`src/design/tw_pkg.sv`:
```
/*
 * Shared constants, types and states of the two-wire configuration slave.
 * Assumes a single 40 MHz system clock and a bus master that follows
 * fast-mode two-wire timing.
 */
package tw_pkg;

	// ==========================================================
	// Address and command layout
	localparam logic [4:0] FIXED_ADDR_BITS = 5'h1A;
	localparam logic [2:0] BIT_LAST = 3'h7;
	localparam logic [2:0] BIT_STEP = 3'h1;
	localparam int CMD_FLAG_POS = 6;
	localparam logic [6:0] PTR_STEP = 7'h01;

	// ==========================================================
	// Configuration store
	localparam int CFG_DEPTH = 8;
	localparam int CFG_AW = 3;
	localparam logic [6:0] CFG_END = 7'h08;
	localparam logic [6:0] RO_OFFSET = 7'h00;
	localparam logic [6:0] RSVD_LOW_BITS = 7'h00;
	localparam logic [7:0] IDLE_BYTE = 8'hFF;
	localparam logic [CFG_DEPTH*8-1:0] CFG_RESET = 64'h0000_0000_0000_2000;

	// ==========================================================
	// Types
	typedef struct packed {
		logic scl;
		logic sda;
		logic strap_hi;
		logic strap_lo;
		logic pll_lock;
	} tw_pins_type;

	typedef struct packed {
		logic valid;
		logic [CFG_AW-1:0] addr;
		logic [7:0] data;
	} tw_wr_type;

	typedef enum logic [3:0] {
		TW_IDLE,
		TW_ADDR,
		TW_RX,
		TW_ACK_WAIT,
		TW_ACK_HOLD,
		TW_TX_LOAD,
		TW_TX,
		TW_ACK_IN,
		TW_TX_WAIT
	} tw_state_type;

endpackage

```
`src/design/tw_cfg_mem.sv`:
```
/*
 * Eight-byte configuration store with one write port and a registered read.
 * Assumes writes arrive as single-cycle pulses on the system clock.
 */
`timescale 1ns/1ps
module tw_cfg_mem import tw_pkg::*; (
	input wire logic mclk_i,
	input wire logic sys_rst_i,
	input wire tw_wr_type wr_i,
	input wire logic [CFG_AW-1:0] rd_addr_i,
	output logic [7:0] rd_data_o
);

	logic [7:0] mem_reg [CFG_DEPTH];
	logic [7:0] mem_next [CFG_DEPTH];
	logic [7:0] rd_next;

	// ==========================================================
	// Storage, one entry per configuration byte
	genvar i;
	generate
		for (i = 0; i < CFG_DEPTH; i++) begin : g_ent
			always_comb begin
				mem_next[i] = mem_reg[i];
				if (wr_i.valid && (wr_i.addr == CFG_AW'(i))) begin
					mem_next[i] = wr_i.data;
				end
			end
			always_ff @(posedge mclk_i) begin
				if (sys_rst_i) begin
					mem_reg[i] <= CFG_RESET[i*8 +: 8];
				end else begin
					mem_reg[i] <= mem_next[i];
				end
			end
		end
	endgenerate

	// ==========================================================
	// Registered read
	always_comb begin
		rd_next = mem_reg[rd_addr_i];
	end

	always_ff @(posedge mclk_i) begin
		if (sys_rst_i) begin
			rd_data_o <= '0;
		end else begin
			rd_data_o <= rd_next;
		end
	end

endmodule // tw_cfg_mem

```
`src/design/tw_cfg_slave.sv`:
```
/*
 * Two-wire configuration slave: address match, command byte, byte and word
 * writes and reads of the configuration store, and the lock status output.
 * Assumes SCL and SDA are pulled up outside and that SCL runs no faster than
 * fast mode, far below the 40 MHz system clock that samples it.
 */
// How it works
// - Slave only, fast mode up to 400 kbit/s
// - Address is fixed 11010 plus two straps
// - Eighth address bit: 0 write, 1 read
// - Answer only the strap-selected address
// - Status output high while PLL locked
// - SDA open-drain; SCL input only
// - Command byte: access flag, seven-bit offset
// - Byte write: acknowledge every received byte
// - Read: command write, restart, data, NACK
// - Word access: offset then next, last alone
`timescale 1ns/1ps
module tw_cfg_slave import tw_pkg::*; (
	input wire logic mclk_i,
	input wire logic sys_rst_i,
	input wire logic scl_i,
	input wire logic sda_i,
	input wire logic addr_strap_hi_i,
	input wire logic addr_strap_lo_i,
	input wire logic pll_locked_i,
	output logic sda_o,
	output logic sda_oe_n_o,
	output logic lock_status_o,
	output tw_wr_type cfg_wr_o
);

	tw_pins_type pin_s1, pin_s2, pin_now;
	logic scl_d, sda_d;
	logic scl_rise, scl_fall, start_det, stop_det;
	logic [6:0] own_addr;
	tw_state_type state_reg, state_next;
	logic [2:0] cnt_reg, cnt_next;
	logic [7:0] shift_reg, shift_next;
	logic rw_reg, rw_next;
	logic cmd_seen_reg, cmd_seen_next;
	logic acc_reg, acc_next;
	logic [6:0] ptr_reg, ptr_next;
	logic oe_n_reg, oe_n_next;
	logic lock_reg, lock_next;
	tw_wr_type wr_reg, wr_next;
	logic [7:0] mem_rd, rd_byte;
	logic ptr_ok, wr_ok;

	// ==========================================================
	// Pin synchronisers and edge detection
	always_comb begin
		pin_now = '{scl: scl_i, sda: sda_i, strap_hi: addr_strap_hi_i,
			strap_lo: addr_strap_lo_i, pll_lock: pll_locked_i};
	end

	always_ff @(posedge mclk_i) begin
		if (sys_rst_i) begin
			pin_s1 <= '{scl: 1'b1, sda: 1'b1, default: 1'b0};
			pin_s2 <= '{scl: 1'b1, sda: 1'b1, default: 1'b0};
			scl_d <= 1'b1;
			sda_d <= 1'b1;
		end else begin
			pin_s1 <= pin_now;
			pin_s2 <= pin_s1;
			scl_d <= pin_s2.scl;
			sda_d <= pin_s2.sda;
		end
	end

	// SCL is only ever sampled here, never driven
	assign scl_rise = pin_s2.scl && !scl_d;
	assign scl_fall = !pin_s2.scl && scl_d;
	assign start_det = pin_s2.scl && scl_d && sda_d && !pin_s2.sda;
	assign stop_det = pin_s2.scl && scl_d && !sda_d && pin_s2.sda;
	assign own_addr = {FIXED_ADDR_BITS, pin_s2.strap_hi, pin_s2.strap_lo};

	// ==========================================================
	// Configuration store and read data
	tw_cfg_mem u_mem (
		.mclk_i(mclk_i),
		.sys_rst_i(sys_rst_i),
		.wr_i(wr_reg),
		.rd_addr_i(ptr_reg[CFG_AW-1:0]),
		.rd_data_o(mem_rd)
	);

	assign ptr_ok = acc_reg && (ptr_reg < CFG_END);
	assign wr_ok = ptr_ok && (ptr_reg != RO_OFFSET);

	always_comb begin
		rd_byte = IDLE_BYTE;
		if (ptr_ok) begin
			rd_byte = (ptr_reg == RO_OFFSET) ? {lock_reg, RSVD_LOW_BITS} : mem_rd;
		end
	end

	// ==========================================================
	// Protocol engine
	always_comb begin
		state_next = state_reg;
		cnt_next = cnt_reg;
		shift_next = shift_reg;
		rw_next = rw_reg;
		cmd_seen_next = cmd_seen_reg;
		acc_next = acc_reg;
		ptr_next = ptr_reg;
		oe_n_next = oe_n_reg;
		wr_next = '0;
		lock_next = pin_s2.pll_lock;
		if (start_det) begin
			state_next = TW_ADDR;
			cnt_next = '0;
			cmd_seen_next = 1'b0;
			oe_n_next = 1'b1;
		end else if (stop_det) begin
			state_next = TW_IDLE;
			oe_n_next = 1'b1;
		end else begin
			case (state_reg)
				TW_ADDR: if (scl_rise) begin
					shift_next = {shift_reg[6:0], pin_s2.sda};
					cnt_next = cnt_reg + BIT_STEP;
					if (cnt_reg == BIT_LAST) begin
						if (shift_reg[6:0] == own_addr) begin
							rw_next = pin_s2.sda;
							state_next = TW_ACK_WAIT;
						end else begin
							state_next = TW_IDLE;
						end
					end
				end
				TW_RX: if (scl_rise) begin
					shift_next = {shift_reg[6:0], pin_s2.sda};
					cnt_next = cnt_reg + BIT_STEP;
					if (cnt_reg == BIT_LAST) begin
						state_next = TW_ACK_WAIT;
						if (!cmd_seen_reg) begin
							cmd_seen_next = 1'b1;
							acc_next = shift_reg[CMD_FLAG_POS];
							ptr_next = {shift_reg[5:0], pin_s2.sda};
						end else begin
							if (wr_ok) begin
								wr_next = '{valid: 1'b1, addr: ptr_reg[CFG_AW-1:0],
									data: {shift_reg[6:0], pin_s2.sda}};
							end
							if (ptr_reg < CFG_END) begin
								ptr_next = ptr_reg + PTR_STEP;
							end
						end
					end
				end
				TW_ACK_WAIT: if (scl_fall) begin
					oe_n_next = 1'b0;
					state_next = TW_ACK_HOLD;
				end
				TW_ACK_HOLD: if (scl_fall) begin
					oe_n_next = 1'b1;
					cnt_next = '0;
					state_next = rw_reg ? TW_TX_LOAD : TW_RX;
				end
				TW_TX_LOAD: begin
					shift_next = rd_byte;
					oe_n_next = rd_byte[7];
					cnt_next = '0;
					state_next = TW_TX;
				end
				TW_TX: if (scl_fall) begin
					shift_next = {shift_reg[6:0], 1'b1};
					oe_n_next = shift_reg[6];
				end else if (scl_rise) begin
					cnt_next = cnt_reg + BIT_STEP;
					if (cnt_reg == BIT_LAST) begin
						state_next = TW_ACK_IN;
						if (ptr_reg < CFG_END) begin
							ptr_next = ptr_reg + PTR_STEP;
						end
					end
				end
				TW_ACK_IN: if (scl_fall) begin
					oe_n_next = 1'b1;
				end else if (scl_rise) begin
					state_next = pin_s2.sda ? TW_IDLE : TW_TX_WAIT;
				end
				TW_TX_WAIT: if (scl_fall) begin
					state_next = TW_TX_LOAD;
				end
				TW_IDLE: begin
					oe_n_next = 1'b1;
				end
				default: begin
					state_next = TW_IDLE;
					oe_n_next = 1'b1;
				end
			endcase
		end
	end

	always_ff @(posedge mclk_i) begin
		if (sys_rst_i) begin
			state_reg <= TW_IDLE;
			cnt_reg <= '0;
			shift_reg <= '0;
			rw_reg <= 1'b0;
			cmd_seen_reg <= 1'b0;
			acc_reg <= 1'b0;
			ptr_reg <= '0;
			oe_n_reg <= 1'b1;
			lock_reg <= 1'b0;
			wr_reg <= '0;
			sda_o <= 1'b0;
		end else begin
			state_reg <= state_next;
			cnt_reg <= cnt_next;
			shift_reg <= shift_next;
			rw_reg <= rw_next;
			cmd_seen_reg <= cmd_seen_next;
			acc_reg <= acc_next;
			ptr_reg <= ptr_next;
			oe_n_reg <= oe_n_next;
			lock_reg <= lock_next;
			wr_reg <= wr_next;
			sda_o <= 1'b0;
		end
	end

	assign sda_oe_n_o = oe_n_reg;
	assign lock_status_o = lock_reg;
	assign cfg_wr_o = wr_reg;
endmodule // tw_cfg_slave

```
`config.mk`:
```
export PLATFORM = sky130hd
export DESIGN_NAME = tw_cfg_slave
export DESIGN_NICKNAME = d
export VERILOG_FILES = /design/src/design/tw_pkg.sv /design/src/design/tw_cfg_mem.sv /design/src/design/tw_cfg_slave.sv
export SDC_FILE = /design/constraint.sdc
export NUM_CORES = 1
export LEC_CHECK = 0
export ABC_AREA = 1
export CORE_MARGIN = 2
export CORE_UTILIZATION = 45
export CTS_CLUSTER_DIAMETER = 200
export CTS_CLUSTER_SIZE = 30
export DETAILED_ROUTE_END_ITERATION = 16
export DONT_BUFFER_PORTS = 1
export PLACE_DENSITY = 0.59
export SLEW_MARGIN = 5
export SYNTH_ARGS = -nofsm -noshare
export SYNTH_HDL_FRONTEND = slang
export SYNTH_SLANG_ARGS = --single-unit
```
`constraint.sdc`:
```
create_clock -name mclk_i -period 3.43 [get_ports mclk_i]
set_clock_uncertainty 0.05 [all_clocks]
set_input_delay 0.686 -clock mclk_i [delete_from_list [all_inputs] [get_ports mclk_i]]
set_output_delay 0.686 -clock mclk_i [all_outputs]
set_load 0.01 [all_outputs]
```
After elaboration in Yosys (flattened, before gate mapping)
Memory sizes are Yosys's and may differ from the RTL's. A register that Yosys moved wholly into a read port is not among the register bits.
Index checks and enable logic that the tools add are counted.
{ "totals": {"mem_bits_rw": 64, "n_memories": 1, "register_bits": 50, "word_cells": 210, "in_bits": 7, "out_inout_bits": 15} }
{ "mem_list": {"columns": ["name", "depth", "width", "read_ports", "rd_clocked_by_memory_dff", "write_ports", "line_no", "text"], "rows": [
  ["u_mem.mem_reg", 8, 8, 1, 1, 8, "tw_cfg_mem.sv:14", "logic [7:0] mem_reg [CFG_DEPTH];"]
]} }
{ "op_classes": {"muxes": 59, "add_sub_neg": 2, "n_lt_le_gt_ge": 1, "n_reduce_logical": 52, "n_eq_ne": 53, "bitwise_logic": 17} }
{ "op_table": {"columns": ["cell", "n"], "rows": [
  ["2-to-1 mux 8 bit", 18],
  ["2-to-1 mux 7 bit", 9],
  ["2-to-1 mux 4 bit", 13],
  ["inequality test 4 bit, second input constant", 12],
  ["case mux 4 bit (9 select lines)", 1],
  ["inequality test 2 bit, second input constant", 13],
  ["AND reduction 13 bit", 2],
  ["case mux 7 bit (3 select lines)", 1],
  ["logical AND 1 bit", 17],
  ["== test 4 x 3 -> 1 bit, second input constant", 4],
  ["AND reduction 2 bit", 8],
  ["== test 3 bit, second input constant", 5],
  ["case mux 7 bit (2 select lines)", 1],
  ["2-to-1 mux 12 bit", 1],
  ["2-to-1 mux 3 bit", 4],
  ["case mux 3 bit (4 select lines)", 1],
  ["AND reduction 4 bit", 3],
  ["AND reduction 6 bit", 2],
  ["NOT 1 bit", 9],
  ["== test 4 x 2 -> 1 bit, second input constant", 2],
  ["2-to-1 mux 1 bit", 8],
  ["inequality test 1 bit, second input constant", 8],
  ["OR 1 bit", 8],
  ["AND reduction 8 bit", 1],
  ["25 further kinds", 33]
]} }

Depth between registers and ports, before layout
Gate-level depths: netlist of the first run.
{ "logic_depth": {"ltp_word": 7, "ltp_mapped": 13, "depth_no_buf": 11} }

By module
A second synthesis of the first run with hierarchy kept.
{ "hier_totals": {"cells_unflattened": 733, "hier_area_um2": 5972.0} }
{ "modules_own_cells": {"columns": ["module", "n_inst", "cells_each", "area_per_inst_um2"], "rows": [
  ["tw_cfg_mem", 1, 395, 3520.9],
  ["tw_cfg_slave", 1, 338, 2451.1]
]} }

Least setup slack after synthesis of the first run
Ideal clock, no wire load.
{ "synth_timing": {"path_type": "input to register", "start": "in sys_rst_i", "end": "mem u_mem.mem_reg[7][0] (enable)", "t_arrival_ns": 1.810, "path_stages": 5, "path_slack_ns": 1.213, "required_ns": 3.023, "cell_sequence": "clkbuf_1 > inv_1 > clkbuf_1 > buf_1 > o21ai_0"} }
{ "synth_lines": {"columns": ["element", "line_no", "text"], "rows": [
  ["from (decl)", "tw_cfg_slave.sv:21", "input wire logic sys_rst_i,"],
  ["to (decl)", "tw_cfg_mem.sv:14", null]
]} }

Worst setup path after layout of the first run
{ "layout_timing": {"start": "reg ptr_reg[1]", "end": "reg wr_reg, in the netlist cfg_wr_o[8]"} }
{ "layout_between": {"elab_chain_cells": 5, "word_cells_on_any_way": 6, "cone_classes": "1 x order compare; 1 x bitwise; 4 x reduce/logical"} }
{ "layout_rtl": {"columns": ["element", "line_no", "text"], "rows": [
  ["from (decl)", "tw_cfg_slave.sv:43", "logic [6:0] ptr_reg, ptr_next;"],
  ["from (signal assigned)", "tw_cfg_slave.sv:219", "ptr_reg <= ptr_next;"],
  ["< comparator 7 x 4 -> 1 bit", "tw_cfg_slave.sv:88", "assign ptr_ok = acc_reg && (ptr_reg < CFG_END);"],
  ["logical AND 1 bit", "tw_cfg_slave.sv:88", null],
  ["logical AND 1 bit (*)", "tw_cfg_slave.sv:89", "assign wr_ok = ptr_ok && (ptr_reg != RO_OFFSET);"],
  ["NOT 1 bit (no line) (*)", null, null],
  ["OR reduction 8 bit (no line) (*)", null, null],
  ["to (signal assigned)", "tw_cfg_slave.sv:222", "wr_reg <= wr_next;"],
  ["to (decl)", "tw_cfg_slave.sv:46", "tw_wr_type wr_reg, wr_next;"]
]} }
Mark *: on every way between the ends. The rest lies on a longest branch, timed or not.
A chain may end at the register's enable or synchronous reset.

==> summary.md, run 1 <==
| Metric | Value |
|---|---|
| Lkg Pwr | 2.31 nW |
| Worst setup EP type | flop |
| Seq/Total Area, Yosys | 57.2% |
| Largest net degree at the start of global routing | 36 |
| Dpl hpwl | 9490 um |
| Setup TNS | 0 ns |
| DRT iter0 DRCs | 383 |
| Syn nets | 652 |
| Via/cell ratio | 5.33 |
| Die X-Extent | 113 um |
| Max-cap viol count | 0 |
| Compound-cell area share of the yosys netlist | 9.75% |
| Clock H-tree levels | 4 |
| Worst-path clk slew | 0.05 ns |
| Relative slew slack | 23.9% |
| Routed WL per cell | 17.1 um |
| Vias in the first global route | 4083 |
| Crit path DAT | 2.63 ns |
| Total CTS buffers | 17 |
| CP Max Fanout | 20 |
| Worst path required time | 3.71 ns |
| Yosys warnings | 0 |
| Fin. Hold Viols | 0 |
| Critical Path Max Stage Delay | 0.62 ns |
| Post-DRT Antenna Nets | 0 |
| Main area contributors after synthesis | edfxtp_1, dfxtp_1, nor2_1 |
| Total GRT Usage | 22.5% |
| Final setup fails | 0 |
| Die area | 12900 um2 |
| Vias | 4255 |
| Cell accounting for the most synthesized area | edfxtp_1 |
| Highest-count cells in the layout ignoring fill and taps | nor2_1, nand2_1, edfxtp_1, inv_1, o21ai_0 |
| Crit-path cells | inv_1, buf_4, ha_1, nand2_1, inv_1, nor3_1, nand3_1, nor2_1 |
| Most common cell after layout, fill and taps aside | nor2_1 |
| Gr ovfl total | 0 |
| CTS tree | yes |
| Critical path type | flop to flop |
| Clock buffer depth | 2 |
| Largest family of logic cells by synthesized area | simple AND/OR/NAND/NOR gates |
| Quantity of gates resized following cts | 0 |
| Core Box Area | 11600 um2 |
| P per Cell Area | 566 nW/um2 |
| Rows | 39 |
| Worst path slowest cell | dfxtp_1 |
| Max Fclk | 424 MHz |
| Synth Area in XOR/XNOR | 0.163% |
| Worst-Margin Slew | 1.13 ns |
| Starting Density | 46.6% |
| Root buffer cell | clkbuf_16 |
| Syn-to-layout area delta | 12.1% |
| Initial antenna violation count | 0 |
| Synthesized cell area | 5390 um2 |
| RSZ-0062 raised after global routing | false |
| Mean Syn Cell Area | 8.41 um2 |
| Drt pass-1 iters | 7 |
| Synthesized instance count | 641 |
| Worst min-delay path class | primary input to flop |
| Worst hold slack | 0.291 ns |
| Final wirelength | 13600 um |
| Power Total | 0.00342 W |
| First-pass GRT wire length | 21700 um |
| Port Buf Inserts | 0 |
| Adder-cell share of the synthesized area | 0.929% |
| Min Tclk post-route | 2.36 ns |
| Period utilisation layout | 68.7% |
| # DRC | 0 |
| Share of layout cells above drive strength 1 | 8.99% |
| Post-synthesis mux area share | 0% |
| Antenna cells | 0 |
| Synth Register Bits | 122 |
| Skew-Pair Late Insertion Delay | 0.42 ns |
| Startpoint Class | flop |
| Post-CTS Setup Bufs | 0 |
| GP Congestion | 0.890 |
| Status | completed |
| Fill cell count | 1077 |
| Simple-gate share of the synthesized area | 25.4% |
| CTS Hold Buffers Added | 0 |
| Clock sink total | 122 |
| Max reg flops | 64 |
| Max Slew Vio Count | 0 |
| Fin nets | 654 |
| I/O pin cnt | 22 |
| Chip Height | 113 um |
| Yosys cell types | 29 |
| Maximum vdd drop | 0.000331 V |
| Cell mode on critical path | inv_1 |
| Top cell type's share of synthesized area | 35.7% |
power breakdown:
part | total, W | switching [W] | internal, W
Clock | 0.00162 | 0.000580 | 0.00104
Sequential | 0.00163 | 0.0000361 | 0.00160
Combinational | 0.000168 | 0.000117 | 0.0000514
Total | 0.00342 | 0.000733 | 0.00268
final timing paths:
| check | from | end | slack [ns] | cells past startpoint |
|---|---|---|---|---|
| worst max register to register | ptr_reg[1] | cfg_wr_o[8] | 1.07 | 8 |
| worst min register to register | pin_s1[2] | own_addr[1] | 0.35 | 2 |
| worst min-delay path | sys_rst_i | pin_s1[0] | 0.29 | 1 |
| worst max-delay path | ptr_reg[1] | cfg_wr_o[8] | 1.07 | 8 |
worst max-delay path, delay by kind of cell (launching register included):
kind / cells / cell delay (ns)
adder cells (fa/ha/maj): 1 / 0.20
buffers and inverters: 3 / 0.36
flip-flops: 1 / 0.62
AND/OR/NAND/NOR: 4 / 1.04
cell usage after synthesis, drive strengths merged:
library cell / n
o21ai: 61
inv: 66
ha: 4
edfxtp: 64
or2: 4
nor2: 180
a22oi: 2
nand4: 3
clkbuf: 14
o22ai: 8
dfxtp: 58
o211ai: 1
nand2: 101
nand3: 33
a21oi: 18
buf: 7
xor2: 1
conb: 1
o31ai: 1
a31oi: 8
nor3: 6
per-stage QoR:
step                setup WS, ns  instance area (um2)  instances  util (%)
global placement            1.16                 5500        767      47.5
CTS                         1.07                 6040        799      52.2
global route               0.748                 6040        799      52.2
floorplan                   1.21                 5390        641         -
detailed placement          1.10                 5500        767      47.5
finish                      1.07                 6040        799      52.2
routing by layer:
layer	share of wire, %	GRT usage [%]	routed length (um)	up-vias
li1	-	-	-	2092
met1	48	32.4	6500	1972
met2	44	33.1	5940	165
met3	6.2	4.52	844	26
met4	2.5	9.84	344	0
met5	0	0	0	-
kinds of logic after synthesis:
group           after synthesis
simple gates                327
flops                       122
compound gates               99
buf+inv                      87
fa+ha+maj                     4
xor+xnor                      1
other cells                   1
final cells by class:
class | instances | area (um2) | share of cell area, %
well taps | 143 | 179 | 2.96
clock inverters | 2 | 10.0 | 0.166
multi-input cells | 432 | 1960 | 32.4
flip-flops and latches | 122 | 3080 | 51.0
repair buffers | 4 | 30.0 | 0.497
inverters | 66 | 248 | 4.10
clock buffers | 30 | 534 | 8.84
Power figures use the tool's default switching activity.
==> inputs of run 2 (changes only) <==
- clock period: 3.43 -> 2.45 ns (I/O delays scaled with it)
==> summary.md, run 2 (synthesized netlist as in run 1, its figures left out) <==
| Metric | Value |
|---|---|
| Status | completed |
| Setup WS post-layout | 0.338 ns |
| Worst-Margin Slew | 1.23 ns |
| Vias in the first global route | 4150 |
| Relative slew slack | 17.3% |
| Final setup fails | 0 |
| Startpoint Class | flop |
| Worst-path clk slew | 0.05 ns |
| Routed WL per cell | 17.0 um |
| Post-CTS Setup Bufs | 0 |
| Worst-case register-to-register setup slack | 0.34 ns |
| Seq. cell area | 3080 um2 |
| Highest-count cells in the layout ignoring fill and taps | nor2_1, nand2_1, edfxtp_1, inv_1, o21ai_0 |
| Final wirelength | 13700 um |
| I/O pin cnt | 22 |
| Crit-path cells | ha_1, ha_1, nand2_1, nor2_4, nand2_2, inv_2, nand3_1, nor2_1 |
| Clock buffer depth | 2 |
| Max reg flops | 64 |
| Worst hold slack | 0.0987 ns |
| Gr ovfl total | 0 |
| CTS Hold Buffers Added | 0 |
| Most common cell after layout, fill and taps aside | nor2_1 |
| Max-cap viol count | 0 |
| Maximum vdd drop | 0.000471 V |
| Quantity of gates resized following cts | 0 |
| Clock H-tree levels | 4 |
| Post-DRT Antenna Nets | 0 |
| Worst path required time | 2.73 ns |
| Max Slew Vio Count | 0 |
| Post-layout util | 52.9% |
| RSZ-0062 raised after global routing | false |
| # DRC | 0 |
| Total GRT Usage | 22.7% |
| Root buffer cell | clkbuf_16 |
| DRT iter0 DRCs | 516 |
| Die area | 12900 um2 |
| Die X-Extent | 113 um |
| Fin nets | 658 |
| Max Fclk | 474 MHz |
| GP Congestion | 0.859 |
| Lkg Pwr | 2.35 nW |
| Share of layout cells above drive strength 1 | 10.2% |
| Drt pass-1 iters | 6 |
| Placed Instance Area | 5530 um2 |
| Antenna cells | 0 |
| CP Max Fanout | 12 |
| Fin. Hold Viols | 0 |
| Critical Path Max Stage Delay | 0.54 ns |
| Dpl hpwl | 9420 um |
| Clock sink total | 122 |
| Multi-input combinational cell area | 1960 um2 |
| Initial antenna violation count | 0 |
| Via/cell ratio | 5.45 |
| Setup TNS | 0 ns |
| Critical path type | flop to flop |
| P per Cell Area | 813 nW/um2 |
| CP Buf/Inv Count | 1 |
| Worst min-delay path class | primary input to flop |
| Skew-Pair Late Insertion Delay | 0.42 ns |
| Post-route cell area | 6120 um2 |
| Rows | 39 |
| Worst path slowest cell | nand3_1 |
| Total CTS buffers | 17 |
| Worst setup EP type | flop |
| Period utilisation layout | 86.2% |
| Core Box Area | 11600 um2 |
| Top Family by Delay on Critical Path | simple AND/OR/NAND/NOR gates |
| Vias | 4375 |
| Starting Density | 46.6% |
| Cell mode on critical path | ha_1 |
| Crit path DAT | 2.39 ns |
| Chip Height | 113 um |
| Port Buf Inserts | 0 |
| Fill cell count | 1074 |
| Largest net degree at the start of global routing | 36 |
| Worst slack at placement | 0.339 ns |
| Min Tclk post-route | 2.11 ns |
| CTS tree | yes |
| Syn-to-layout area delta | 13.5% |
| First-pass GRT wire length | 21800 um |
[run 2: cell types whose count changed in the layout (fill, tap and decap cells not counted), sizes merged]
cell / before / now
inv: 66 / 68
bufinv: 0 / 1
clkinvlp: 0 / 1
clkinv: 2 / 7
buf: 4 / 8
clkbuf: 30 / 21
[run 2: path summary, 6_finish.rpt]
kind,startpoint,to,cells past startpoint
min reg2reg,pin_s1[0],lock_next,2
max,cnt_reg[0],cfg_wr_o[8],8
min,sys_rst_i,pin_s1[0],1
max reg2reg,cnt_reg[0],cfg_wr_o[8],8
[run 2: layer usage]
metal	vias up	global-route usage (%)	share of wire (%)	wire [um]
met3	22	6.43	7.3	1000
li1	2107	-	-	-
met2	177	35.0	46	6220
met4	0	6.02	1.1	153
met1	2069	31.6	46	6290
met5	-	0	0	0
[run 2: worst register-to-register path: stages (launching register included)]
cell and delay, ns:
dfxtp_1 0.33, ha_1 0.15, ha_1 0.20, nand2_1 0.14
nor2_4 0.22, nand2_2 0.09, inv_2 0.06, nand3_1 0.54
nor2_1 0.25
[run 2: layout make-up]
| cell class | instances | area share [%] |
|---|---|---|
| Clock inverter | 11 | 1.41 |
| Tap cell | 143 | 2.92 |
| Multi-Input combinational cell | 432 | 32.0 |
| Inverter | 66 | 4.05 |
| Timing Repair Buffer | 8 | 0.982 |
| Clock buffer | 21 | 8.24 |
| Sequential cell | 122 | 50.4 |
[run 2: metrics by stage]
| stage | instances | power [W] |
|---|---|---|
| after CTS | 803 | 0.00500 |
| final | 803 | 0.00498 |
| after floorplan | 641 | 0.00249 |
| after global routing | 803 | 0.00514 |
| after global placement | 771 | 0.00255 |
| after detailed placement | 771 | 0.00256 |
[run 2: where the power goes]
group	internal (W)	switching (W)	leakage, nW	total [W]
clock network	0.00156	0.000891	0.294	0.00245
logic	0.0000745	0.000164	0.975	0.000239
registers	0.00223	0.0000486	1.09	0.00228
total	0.00387	0.00110	2.35	0.00498
==> inputs of run 3 (changes only) <==
- ABC_AREA: 1 -> not set
- SKIP_CTS_REPAIR_TIMING: not set -> 1
==> summary.md, run 3 <==
| Metric | Value |
|---|---|
| Synthesized cell area | 5590 um2 |
| Origin of the critical flop-to-flop path | state_reg[2] |
| Max Slew Vio Count | 0 |
| I/O pin cnt | 22 |
| Core Box Area | 12100 um2 |
| Skew-Pair Late Insertion Delay | 0.42 ns |
| Internal | 0.00388 W |
| Starting Density | 46.3% |
| CP Max Fanout | 20 |
| Lkg Pwr | 2.31 nW |
| Sw frac | 21.1% |
| Comb power frac | 2.3% |
| Max Fclk | 462 MHz |
| Startpoint Class | flop |
| Largest net degree at the start of global routing | 40 |
| Initial antenna violation count | 0 |
| Most common cell after layout, fill and taps aside | and2_1 |
| Worst-Margin Slew | 0.707 ns |
| Clk pwr share | 52.3% |
| Dpl hpwl | 8480 um |
| Post-DRT Antenna Nets | 0 |
| Mean Syn Cell Area | 11.8 um2 |
| Fin nets | 497 |
| Routed WL per cell | 18.8 um |
| Gr ovfl total | 0 |
| Synthesized instance count | 474 |
| Vias | 3588 |
| Cell mode on critical path | nor2_1 |
| Status | completed |
| Setup TNS | 0 ns |
| Switching power | 0.00104 W |
| Chip Height | 115 um |
| Period utilisation layout | 88.3% |
| # DRC | 0 |
| First-pass GRT wire length | 19900 um |
| Via/cell ratio | 5.38 |
| Worst slack at placement | 0.316 ns |
| Final wirelength | 12500 um |
| P per Cell Area | 766 nW/um2 |
| Share of layout cells above drive strength 1 | 17.2% |
| Synth Register Bits | 122 |
| Synth top cells by count | and2_1, edfxtp_1, dfxtp_1 |
| Worst r2r dst | state_reg[2] |
| Relative slew slack | 52.8% |
| Setup WS post-layout | 0.287 ns |
| Maximum vdd drop | 0.000481 V |
| Hold Path Stages | 1 |
| Main area contributors after synthesis | edfxtp_1, dfxtp_1, and2_1 |
| Drt pass-1 iters | 5 |
| Yosys cell types | 67 |
| Die area | 13300 um2 |
| Worst path slowest cell | dfxtp_1 |
| Power Total | 0.00492 W |
| Hold Crit Endpoint | lock_status_o |
| Clock sink total | 122 |
| CTS tree | yes |
| RSZ-0062 raised after global routing | false |
| Total CTS buffers | 17 |
| Total GRT Usage | 20.5% |
| Highest-count cells in the layout ignoring fill and taps | and2_1, edfxtp_1, dfxtp_1, nor2_1, mux2i_1 |
| GP Congestion | 0.831 |
| Worst path required time | 2.71 ns |
| Worst hold slack | 0.0929 ns |
| Top_reg_cell synth | edfxtp_1 |
| Worst setup EP type | flop |
| Root buffer cell | clkbuf_16 |
| Die X-Extent | 115 um |
| Hold Startpoint | sys_rst_i |
| Syn-to-layout area delta | 14.9% |
| Worst-case register-to-register setup slack | 0.29 ns |
| Crit-path cells | nor2_1, a22o_1, a311oi_4, nor2_1, a311oi_1 |
| Syn nets | 485 |
| Port Buf Inserts | 0 |
| Yosys warnings | 0 |
| Critical Path Max Stage Delay | 0.77 ns |
| Worst min-delay path class | primary input to flop |
| Seq/Total Area, Yosys | 55.2% |
| Top cell type's share of synthesized area | 34.4% |
| Critical path type | flop to flop |
| Sequential share of power | 45.5% |
| DRT iter0 DRCs | 211 |
| Final setup fails | 0 |
| Count leader, synth | and2_1 |
| Rows | 40 |
| Post-synth EDFFs | 64 |
| Fin. Hold Viols | 0 |
| Clock buffer depth | 2 |
| Min Tclk post-route | 2.16 ns |
| Asr flop ratio synth | 0% |
| Crit path DAT | 2.42 ns |
| Max-cap viol count | 0 |
| Vias in the first global route | 3509 |
| Clock H-tree levels | 4 |
| Max reg flops | 64 |
| R2R depth | 5 |
| Cell accounting for the most synthesized area | edfxtp_1 |
| Antenna cells | 0 |
| Worst-path clk slew | 0.06 ns |
-- run 3: power groups by stage --
| stage | Sequential (W) | Clock [W] | Combinational, W |
|---|---|---|---|
| CTS | 0.00224 | 0.00260 | 0.000112 |
| global placement | 0.00228 | 0 | 0.000112 |
| finish | 0.00224 | 0.00257 | 0.000111 |
| detailed placement | 0.00228 | 0 | 0.000112 |
| global route | 0.00224 | 0.00270 | 0.000121 |
| floorplan | 0.00227 | 0 | 0.0000826 |
-- run 3: kinds of logic (layout without fill, tap and decap cells) --
logic type / Yosys count / in the layout / share of synthesized area (%)
AO/OA/AOI/OAI: 67 / 67 / 8.67
XOR/XNOR: 5 / 5 / 1.12
adder cells (fa/ha/maj): 4 / 4 / 0.896
buffers and inverters: 35 / 60 / 3.09
flip-flops: 122 / 122 / 55.2
multiplexers: 42 / 42 / 11.2
other: 1 / 1 / 0.0671
AND/OR/NAND/NOR: 198 / 198 / 19.8
-- run 3: how the worst max path moves through the flow --
stage              endpoint  slack, ns    startpoint
6_report       state_reg[2]       0.29  state_reg[2]
2_1_floorplan    sda_oe_n_o       0.33    ptr_reg[1]
3_3_place_gp   state_reg[2]       0.37  state_reg[1]
4_1_cts        state_reg[2]       0.30  state_reg[2]
3_5_place_dp   state_reg[2]       0.32  state_reg[2]
5_1_grt        state_reg[2]       0.08  state_reg[2]
-- run 3: layer usage --
metal | vias up | track usage (%) | part of all wire [%]
met5 | - | 0 | 0
met4 | 0 | 6.02 | 1.5
met1 | 1756 | 29.5 | 46
li1 | 1720 | - | -
met3 | 16 | 5.75 | 5.7
met2 | 96 | 30.6 | 47
-- run 3: stage by stage --
| stage | area, um2 | util (%) | cells |
|---|---|---|---|
| 4_1_cts | 6420 | 53.2 | 667 |
| 6_report | 6420 | 53.2 | 667 |
| 2_1_floorplan | 5590 | - | 474 |
| 5_1_grt | 6420 | 53.2 | 667 |
| 3_3_place_gp | 5810 | 48.1 | 635 |
| 3_5_place_dp | 5810 | 48.1 | 635 |
-- run 3: final cells by class --
cell class,instances,area [um2]
fill,1039,5640
sequential,122,3080
multi-input combinational,317,2330
clock buffer,17,425
tap,168,210
clock inverter,15,188
timing repair buffer,20,150
inverter,8,30.0
-- run 3: worst max-delay path: cells and delay by family (launching register included) --
kind	cells	cell delay [ns]
simple gates	2	0.29
flops	1	0.77
compound gates	3	0.95
